--- config.mk ---
export PLATFORM = sky130hd
export DESIGN_NAME = mcx_exc_unit
export DESIGN_NICKNAME = d
export VERILOG_FILES = /design/src/common/mcx_pkg.sv /design/src/rtl/mcx_exc_unit.sv
export VERILOG_INCLUDE_DIRS = /design/src /design/src/common
export SDC_FILE = /design/constraint.sdc
export NUM_CORES = 1
export LEC_CHECK = 0
export BUFFER_PORTS_ARGS = -buffer_cell sky130_fd_sc_hd__buf_2
export CAP_MARGIN = 10
export CORE_UTILIZATION = 45
export CTS_BUF_LIST = sky130_fd_sc_hd__clkbuf_8
export DETAILED_ROUTE_END_ITERATION = 10
export GPL_ROUTABILITY_DRIVEN = 0
export GPL_TIMING_DRIVEN = 0
export PLACE_DENSITY = 0.75
export SLEW_MARGIN = 20
export SYNTH_ARGS = -nofsm -noshare
export SYNTH_HDL_FRONTEND = slang
export SYNTH_SLANG_ARGS = --single-unit
--- constraint.sdc ---
create_clock -name core_clk -period 4.4 [get_ports core_clk]
set_input_delay 0.66 -clock core_clk [delete_from_list [all_inputs] [get_ports core_clk]]
set_output_delay 0.66 -clock core_clk [all_outputs]
set_load 0.03 [all_outputs]
--- src/common/mcx_consts.svh ---
// Constants for the machine-check and packed-fp exception unit
// Function
// - Machine check delivered as vector 18, abort.
// - Enabled error pin captures info, then faults.
// - Machine check pushes no error code.
// - IP-valid flag set only when pointer related.
// - Machine check enabled only by enable bit.
// - Disabled machine check enters shutdown instead.
// - Vector 19 needs set flag and unmask.
// - Six conditions, each with flag and mask.
// - Pre-computation then post-computation condition detection.
// - Masked condition gives default result, continues.
// - Unmasked without OS support gives invalid opcode.
// - Unmasked faults precise, on faulting instruction.
// - Unmasking a set flag raises nothing.
// - Every sub-operand's pre-computation conditions are flagged; post ones only without an unmasked pre.
// - One condition per sub-operand, by priority.
// - Quiet NaN operand dominates, flags nothing.
// - Masked priority 3-5 continues to lower.
// - Packed-fp fault pushes no code, own IP.
`ifndef MCX_CONSTS_SVH
`define MCX_CONSTS_SVH
// ----------------------------------------------------------------
// Register word addresses
// ----------------------------------------------------------------
`define MCX_ADDR_CTRL4 4'h0
`define MCX_ADDR_VFCS 4'h1
`define MCX_ADDR_GSTAT 4'h2
`define MCX_ADDR_ERRINFO 4'h3
`define MCX_ADDR_ERRIP 4'h4
`define MCX_ADDR_PINEN 4'h5
// ----------------------------------------------------------------
// Fields, vectors, reset values
// ----------------------------------------------------------------
`define MCX_CTRL4_CHKEN 0
`define MCX_CTRL4_OSVF 1
`define MCX_FLG_INV 0
`define MCX_FLG_DZ 1
`define MCX_FLG_DEN 2
`define MCX_FLG_OVF 3
`define MCX_FLG_UNF 4
`define MCX_FLG_INE 5
`define MCX_VFCS_MASK_LSB 6
`define MCX_GSTAT_IPV 0
`define MCX_GSTAT_INPROG 1
`define MCX_VEC_CHECK 8'h12
`define MCX_VEC_PACKED 8'h13
`define MCX_MASK_RST 6'h3F
`define MCX_PINEN_RST 3'h7
`endif

--- src/common/mcx_pkg.sv ---
// Types shared by the exception unit
`default_nettype none
package mcx_pkg;
   typedef logic [5:0] mcx_flags_t;
   typedef enum logic [1:0] {
      mcx_flt_none,
      mcx_flt_check,
      mcx_flt_packed,
      mcx_flt_opcode
   } mcx_fault_t;
endpackage : mcx_pkg
`default_nettype wire

--- src/rtl/mcx_exc_unit.sv ---
// Machine-check and packed-fp exception signalling unit
`include "mcx_consts.svh"
`default_nettype none
module mcx_exc_unit #(
   parameter int LANES = 4,
   parameter logic [7:0] UD_VECTOR = 8'h06
) (
   input wire logic core_clk,
   input wire logic rst_n,
   input wire logic [3:0] reg_addr,
   input wire logic [31:0] reg_wdata,
   input wire logic reg_wr,
   input wire logic reg_rd,
   output logic [31:0] reg_rdata,
   input wire logic bus_init_error_pin_n,
   input wire logic bus_error_report_pin_n,
   input wire logic bus_check_pin_n,
   input wire logic int_err_valid,
   input wire logic [15:0] int_err_code,
   input wire logic [31:0] cur_ip,
   input wire logic [15:0] cur_cs,
   input wire logic cur_ip_related,
   input wire logic fp_op_valid,
   input wire logic fp_quad,
   input wire logic [LANES-1:0] fp_signalling_not_a_number,
   input wire logic [LANES-1:0] fp_quiet_not_a_number,
   input wire logic [LANES-1:0] fp_inv_other,
   input wire logic [LANES-1:0] fp_divz,
   input wire logic [LANES-1:0] fp_denorm,
   input wire logic [LANES-1:0] fp_ovf,
   input wire logic [LANES-1:0] fp_unf,
   input wire logic [LANES-1:0] fp_inex,
   output logic fault_valid,
   output logic [7:0] fault_vector,
   output logic fault_abort,
   output logic fault_push_code,
   output logic [31:0] fault_ip,
   output logic [15:0] fault_cs,
   output logic fp_continue,
   output logic shutdown
);

   // ----------------------------------------------------------------
   // Registers
   // ----------------------------------------------------------------
   logic check_enable_bit;
   logic os_vector_fault_support;
   mcx_pkg::mcx_flags_t vfcs_flags;
   mcx_pkg::mcx_flags_t vfcs_masks;
   logic ip_valid_flag;
   logic check_in_prog;
   logic [3:0] err_src;
   logic [15:0] err_code;
   logic [31:0] err_ip;
   logic [15:0] err_cs;
   logic [2:0] pin_enable;
   logic mc_pend;

   logic wr_ctrl4;
   logic wr_vfcs;
   logic wr_gstat;
   logic wr_pinen;
   assign wr_ctrl4 = reg_wr && (reg_addr == `MCX_ADDR_CTRL4);
   assign wr_vfcs = reg_wr && (reg_addr == `MCX_ADDR_VFCS);
   assign wr_gstat = reg_wr && (reg_addr == `MCX_ADDR_GSTAT);
   assign wr_pinen = reg_wr && (reg_addr == `MCX_ADDR_PINEN);

   // ----------------------------------------------------------------
   // Error pin synchronisers
   // ----------------------------------------------------------------
   // Pins come from outside agents; a change counts once stages two
   // and three agree, filtering a single-cycle glitch.
   logic [2:0] pin_s1;
   logic [2:0] pin_s2;
   logic [2:0] pin_s3;
   logic [2:0] pin_lvl;
   logic [2:0] next_pin_lvl;
   logic [2:0] pin_rise;

   always_ff @(posedge core_clk or negedge rst_n) begin
      if (!rst_n) begin
         pin_s1 <= 3'h0;
         pin_s2 <= 3'h0;
         pin_s3 <= 3'h0;
      end else begin
         pin_s1 <= ~{bus_check_pin_n, bus_error_report_pin_n,
                     bus_init_error_pin_n};
         pin_s2 <= pin_s1;
         pin_s3 <= pin_s2;
      end
   end

   assign next_pin_lvl = (pin_s2 & pin_s3) | (pin_lvl & (pin_s2 | pin_s3));
   assign pin_rise = next_pin_lvl & ~pin_lvl & pin_enable;

   always_ff @(posedge core_clk or negedge rst_n) begin
      if (!rst_n) begin
         pin_lvl <= 3'h0;
      end else begin
         pin_lvl <= next_pin_lvl;
      end
   end

   logic mc_event;
   assign mc_event = int_err_valid || (pin_rise != 3'h0);

   // ----------------------------------------------------------------
   // Packed-fp condition evaluation per sub-operand
   // ----------------------------------------------------------------
   mcx_pkg::mcx_flags_t lane_pre [LANES];
   mcx_pkg::mcx_flags_t lane_post [LANES];
   logic [LANES-1:0] lane_stop;
   logic [LANES-1:0] lane_on;
   mcx_pkg::mcx_flags_t pre_all;
   mcx_pkg::mcx_flags_t post_all;
   mcx_pkg::mcx_flags_t fp_set;
   mcx_pkg::mcx_flags_t fp_unm;

   always_comb begin
      for (int i = 0; i < LANES; i++) begin
         lane_on[i] = fp_quad || (i < 2);
         lane_pre[i] = '0;
         lane_post[i] = '0;
         lane_stop[i] = 1'b0;
         if (fp_signalling_not_a_number[i]) begin
            lane_pre[i][`MCX_FLG_INV] = 1'b1;
            lane_stop[i] = 1'b1;
         end else if (fp_quiet_not_a_number[i]) begin
            lane_stop[i] = 1'b1;
         end else begin
            if (fp_inv_other[i]) begin
               lane_pre[i][`MCX_FLG_INV] = 1'b1;
            end else if (fp_divz[i]) begin
               lane_pre[i][`MCX_FLG_DZ] = 1'b1;
            end
            // Masked priority-3 conditions let the lane go on
            if ((lane_pre[i] & ~vfcs_masks) != '0) begin
               lane_stop[i] = 1'b1;
            end else if (fp_denorm[i]) begin
               lane_pre[i][`MCX_FLG_DEN] = 1'b1;
               lane_stop[i] = !vfcs_masks[`MCX_FLG_DEN];
            end
         end
         if (!lane_stop[i]) begin
            // Post-computation; inexact may join overflow/underflow
            lane_post[i][`MCX_FLG_OVF] = fp_ovf[i];
            lane_post[i][`MCX_FLG_UNF] = fp_unf[i] && !fp_ovf[i];
            lane_post[i][`MCX_FLG_INE] = fp_inex[i];
         end
      end
   end

   always_comb begin
      pre_all = '0;
      post_all = '0;
      for (int i = 0; i < LANES; i++) begin
         if (lane_on[i]) begin
            pre_all = pre_all | lane_pre[i];
            post_all = post_all | lane_post[i];
         end
      end
      // An unmasked pre-computation fault means no arithmetic ran
      if ((pre_all & ~vfcs_masks) != '0) begin
         fp_set = pre_all;
      end else begin
         fp_set = pre_all | post_all;
      end
      fp_unm = fp_set & ~vfcs_masks;
   end

   // ----------------------------------------------------------------
   // Fault selection
   // ----------------------------------------------------------------
   mcx_pkg::mcx_fault_t next_fault;

   always_comb begin
      next_fault = mcx_pkg::mcx_flt_none;
      if (shutdown) begin
         next_fault = mcx_pkg::mcx_flt_none;
      end else if (fp_op_valid && (fp_unm != '0)) begin
         if (os_vector_fault_support) begin
            next_fault = mcx_pkg::mcx_flt_packed;
         end else begin
            next_fault = mcx_pkg::mcx_flt_opcode;
         end
      end else if (mc_pend && !fp_op_valid) begin
         next_fault = mcx_pkg::mcx_flt_check;
      end
   end

   // Only the current instruction's conditions can fault; flags
   // already set in the register are never looked at here.
   always_ff @(posedge core_clk or negedge rst_n) begin
      if (!rst_n) begin
         fault_valid <= 1'b0;
         fault_vector <= 8'h00;
         fault_abort <= 1'b0;
         fault_push_code <= 1'b0;
         fault_ip <= 32'h0000_0000;
         fault_cs <= 16'h0000;
      end else begin
         fault_valid <= 1'b0;
         fault_push_code <= 1'b0;
         case (next_fault)
            mcx_pkg::mcx_flt_packed: begin
               fault_valid <= 1'b1;
               fault_vector <= `MCX_VEC_PACKED;
               fault_abort <= 1'b0;
               fault_ip <= cur_ip;
               fault_cs <= cur_cs;
            end
            mcx_pkg::mcx_flt_opcode: begin
               fault_valid <= 1'b1;
               fault_vector <= UD_VECTOR;
               fault_abort <= 1'b0;
               fault_ip <= cur_ip;
               fault_cs <= cur_cs;
            end
            mcx_pkg::mcx_flt_check: begin
               fault_valid <= check_enable_bit;
               fault_vector <= `MCX_VEC_CHECK;
               fault_abort <= 1'b1;
               fault_ip <= err_ip;
               fault_cs <= err_cs;
            end
            default: begin
               fault_valid <= 1'b0;
            end
         endcase
      end
   end

   always_ff @(posedge core_clk or negedge rst_n) begin
      if (!rst_n) begin
         fp_continue <= 1'b0;
      end else begin
         fp_continue <= fp_op_valid && (fp_unm == '0) && !shutdown;
      end
   end

   always_ff @(posedge core_clk or negedge rst_n) begin
      if (!rst_n) begin
         shutdown <= 1'b0;
      end else if (next_fault == mcx_pkg::mcx_flt_check &&
                   !check_enable_bit) begin
         shutdown <= 1'b1;
      end
   end

   // ----------------------------------------------------------------
   // Machine-check capture, then delivery one cycle later
   // ----------------------------------------------------------------
   always_ff @(posedge core_clk or negedge rst_n) begin
      if (!rst_n) begin
         mc_pend <= 1'b0;
      end else if (mc_event) begin
         mc_pend <= 1'b1;
      end else if (next_fault == mcx_pkg::mcx_flt_check) begin
         mc_pend <= 1'b0;
      end
   end

   always_ff @(posedge core_clk or negedge rst_n) begin
      if (!rst_n) begin
         err_src <= 4'h0;
         err_code <= 16'h0000;
         err_ip <= 32'h0000_0000;
         err_cs <= 16'h0000;
      end else if (mc_event) begin
         err_src <= {pin_rise, int_err_valid};
         err_code <= int_err_valid ? int_err_code : 16'h0000;
         err_ip <= cur_ip;
         err_cs <= cur_cs;
      end
   end

   always_ff @(posedge core_clk or negedge rst_n) begin
      if (!rst_n) begin
         ip_valid_flag <= 1'b0;
      end else if (mc_event) begin
         ip_valid_flag <= cur_ip_related;
      end else if (wr_gstat) begin
         ip_valid_flag <= reg_wdata[`MCX_GSTAT_IPV];
      end
   end

   // Delivery sets in-progress; set wins over a software clear
   always_ff @(posedge core_clk or negedge rst_n) begin
      if (!rst_n) begin
         check_in_prog <= 1'b0;
      end else begin
         check_in_prog <= (wr_gstat ? reg_wdata[`MCX_GSTAT_INPROG]
                                    : check_in_prog) ||
                          (next_fault == mcx_pkg::mcx_flt_check &&
                           check_enable_bit);
      end
   end

   // ----------------------------------------------------------------
   // Software registers
   // ----------------------------------------------------------------
   always_ff @(posedge core_clk or negedge rst_n) begin
      if (!rst_n) begin
         check_enable_bit <= 1'b0;
         os_vector_fault_support <= 1'b0;
      end else if (wr_ctrl4) begin
         check_enable_bit <= reg_wdata[`MCX_CTRL4_CHKEN];
         os_vector_fault_support <= reg_wdata[`MCX_CTRL4_OSVF];
      end
   end

   always_ff @(posedge core_clk or negedge rst_n) begin
      if (!rst_n) begin
         vfcs_masks <= `MCX_MASK_RST;
      end else if (wr_vfcs) begin
         vfcs_masks <= reg_wdata[`MCX_VFCS_MASK_LSB +: 6];
      end
   end

   // Sticky; a condition in the write cycle still lands
   always_ff @(posedge core_clk or negedge rst_n) begin
      if (!rst_n) begin
         vfcs_flags <= '0;
      end else begin
         vfcs_flags <= (wr_vfcs ? reg_wdata[5:0] : vfcs_flags) |
                       (fp_op_valid && !shutdown ? fp_set : '0);
      end
   end

   always_ff @(posedge core_clk or negedge rst_n) begin
      if (!rst_n) begin
         pin_enable <= `MCX_PINEN_RST;
      end else if (wr_pinen) begin
         pin_enable <= reg_wdata[2:0];
      end
   end

   always_ff @(posedge core_clk or negedge rst_n) begin
      if (!rst_n) begin
         reg_rdata <= 32'h0000_0000;
      end else if (!reg_rd) begin
         reg_rdata <= 32'h0000_0000;
      end else if (reg_addr == `MCX_ADDR_CTRL4) begin
         reg_rdata <= {30'h0, os_vector_fault_support, check_enable_bit};
      end else if (reg_addr == `MCX_ADDR_VFCS) begin
         reg_rdata <= {20'h0, vfcs_masks, vfcs_flags};
      end else if (reg_addr == `MCX_ADDR_GSTAT) begin
         reg_rdata <= {29'h0, shutdown, check_in_prog, ip_valid_flag};
      end else if (reg_addr == `MCX_ADDR_ERRINFO) begin
         reg_rdata <= {12'h0, err_src, err_code};
      end else if (reg_addr == `MCX_ADDR_ERRIP) begin
         reg_rdata <= err_ip;
      end else if (reg_addr == `MCX_ADDR_PINEN) begin
         reg_rdata <= {29'h0, pin_enable};
      end else begin
         reg_rdata <= 32'h0000_0000;
      end
   end
endmodule : mcx_exc_unit
`default_nettype wire

==> flow_summary.ini <==
[run_status]
run_status = complete, no violations

[clock_network]
h-tree-depth = 4
numCtsBuffers = 17
cts-hold-fix-buffers = 0
cts_buffer_depth = 2
clkTransAtPathRegs_ns = 0.11
clkSinkCount = 188
cts_resized = 0
clock_latency_ns = 0.48
cts_setup_buffers = 0
cts_tree = built
root_buffer = clkbuf_8

[drt]
wire_per_inst_um = 18.6
drt_iter0_drc = 752
ant_nets = 0
via_count = 8035
firstDrtPassIters = 5
wl_um = 26500
routed_via_density = 5.65
drc_errors = 0

[cells_and_area]
fill_cells = 1779
syn_to_final_growth_pct = 20.6
final_cell_mix = 210 x buf_2, 179 x dfrtp_1, 135 x nand2_1, 59 x nor2b_1
final_common_cell = buf_2
nets = 1280
design_area_sq_um = 10900
drive_gt1_share_pct = 28.0

[grt]
grt_overflow = 0
grt_antenna_before_repair = 3
grt_use_total_pct = 26.2
grt_pass1_vias = 7504
grt_pass1_wl_um = 40800
grt_max_degree = 79

[placed_design]
place_area_sq_um = 10500
io_buffer_count = 206
dp_hpwl_um = 19000
place_ws_ns = 0.837

[synthesis]
ys_ff_latch = 188
synth_area_sq_um = 9070
synth_edf_count = 0
syn_inst = 905
synth_top_area_share_pct = 49.4
ys.flop_type = dfrtp_1
synth.avg_cell_area_sq_um = 10.0
ys.warnings.count = 0
synth_seq_area_share_pct = 52.0
synth.distinct_cells = 47
ys_async_sr_fraction_pct = 100
yosysTopAreaCell = dfrtp_1
synth_area_leaders = dfrtp_1 49%, mux2_2 6.6%, nand2_1 5.6%, a311o_1 5.3%, nor2b_1 4.1%

[setup_path]
crit_buf_inv = 2
startpoint_type = flop
crit_slowest_cell = o22ai_1
cp.arrival_ns = 3.65
endpoint_kind = flop
required_ns = 4.76
slowest_delay_ns = 0.71
path_cells = inv_1 -> a2111oi_1 -> and3b_1 -> a221oi_1 -> o22ai_1 -> buf_2 -> nor3_1 -> a311o_1
critPathMaxFanout = 10
crit_type = flop to flop
path_delay_family = compound AO/OA/AOI/OAI gates
r2r_slack_ns = 1.11

[sta]
slew_headroom_pct = 43.8
setup_violations = 0
tightest_slew_ns = 0.843
rsz0062_at_grt = no
skew_ns = 0.0178
fin_crit_sh_pct = 74.8
period_minus_slack_ns = 3.29
hold_viol = 0
drv_slew = 0
fmax_ghz = 0.304
setup_slack_ns = 1.11

[power_and_ir_drop]
clockPowerShare_pct = 26.7
combPwrFrac_pct = 24.4
p_seq_share_pct = 48.9
leakage_uw = 0.00508
cell_internal_pwr_uw = 2890
switching_share_pct = 33.9
power.switching_uw = 1480
power_density_nw_per_um2 = 399
irDropWorstVdd_mv = 0.219

[floorplan]
die_y_um = 144
die_x_um = 144
num_rows = 51
pin_count = 236
initial_core_util_pct = 46.3
fp.dieArea_sq_um = 20700
core_area_sq_um = 19600

[flow_run]
maxCapViolations = 0

[hold_path]
hold_path_class = primary input to async pin
through the flow:
stage               TNS (ns)  hold WS (ns)  total power (uW)  cells  utilization (%)
CTS                        0        0.0554              4380   1415             55.8
floorplan                  0         0.331              2820    909                -
finish                     0        0.0631              4370   1421             55.9
global route               0        0.0611              4570   1418             55.8
detailed placement         0         0.339              3230   1383             53.7
global placement      -76.75         0.335              3190   1380             53.3
power by group through the flow:
stage	clock, uW	combinational, uW	sequential, uW
2_1_floorplan	0	520	2300
3_3_place_gp	0	1040	2160
3_5_place_dp	0	1060	2160
4_1_cts	1180	1070	2130
5_1_grt	1250	1160	2160
6_report	1160	1070	2140
kinds of logic after synthesis:
group / synth area share [%]
compound gates: 18.2
buf+inv: 4.16
simple gates: 17.8
fa+ha+maj: 0.331
flops: 52.0
other cells: 0.0413
mux: 7.46
worst reg2reg max path, stage by stage, from the launching register on:
cell and delay [ns]:
dfstp_2 0.60, inv_1 0.12, a2111oi_1 0.61, and3b_1 0.24
a221oi_1 0.06, o22ai_1 0.71, buf_2 0.37, nor3_1 0.10
a311o_1 0.35
synthesized netlist by cell type (all sizes together) (9+ instances only):
cell    number
a21oi       56
a311o       48
a22oi       13
o21ai       56
clkbuf      55
mux2        53
inv         12
nor2        45
dfstp        9
nor2b       59
dfrtp      179
o22ai       10
nand2      135
nor3        54
a22o        19
and3        13
buf         16
routing by layer:
layer / wire [um] / share of wire (%) / GRT usage, %
met5: 0 / 0 / 0
met4: 682 / 2.6 / 9.69
met3: 1970 / 7.4 / 6.06
met2: 12300 / 47 / 40.4
met1: 11500 / 43 / 35.8
registers in the layout, summed over array words and instances (netlist names), 6 cells and up:
name,count
err_ip,32
fault_ip,32
reg_rdata,32
err_code,16
err_cs,16
fault_cs,16
vfcs_flags,6
vfcs_masks,6
worst paths after layout:
kind | depth (start not counted) | end | from
max in group asynchronous | 2 | pin_enable[1] | rst_n
worst max-delay path | 8 | fault_ip[21] | vfcs_masks[2]
min in group core_clk | 2 | pin_s1[1] | bus_error_report_pin_n
worst max register to register | 8 | fault_ip[21] | vfcs_masks[2]
worst min register to register | 0 | pin_s2[0] | pin_s1[0]
worst min-delay path | 1 | reg_rdata[23] | rst_n
final cells by class:
cell class	count	area, sq um	area share [%]
repair buffers	209	1100	10.1
plain buffers	71	333	3.04
well taps	265	332	3.03
flip-flops and latches	188	4720	43.1
clock buffers	18	248	2.26
clock inverters	14	146	1.34
multi-input cells	638	4010	36.6
inverters	12	45.0	0.412
diodes	6	15.0	0.137
Note: power is estimated with default switching activity, not from simulation.
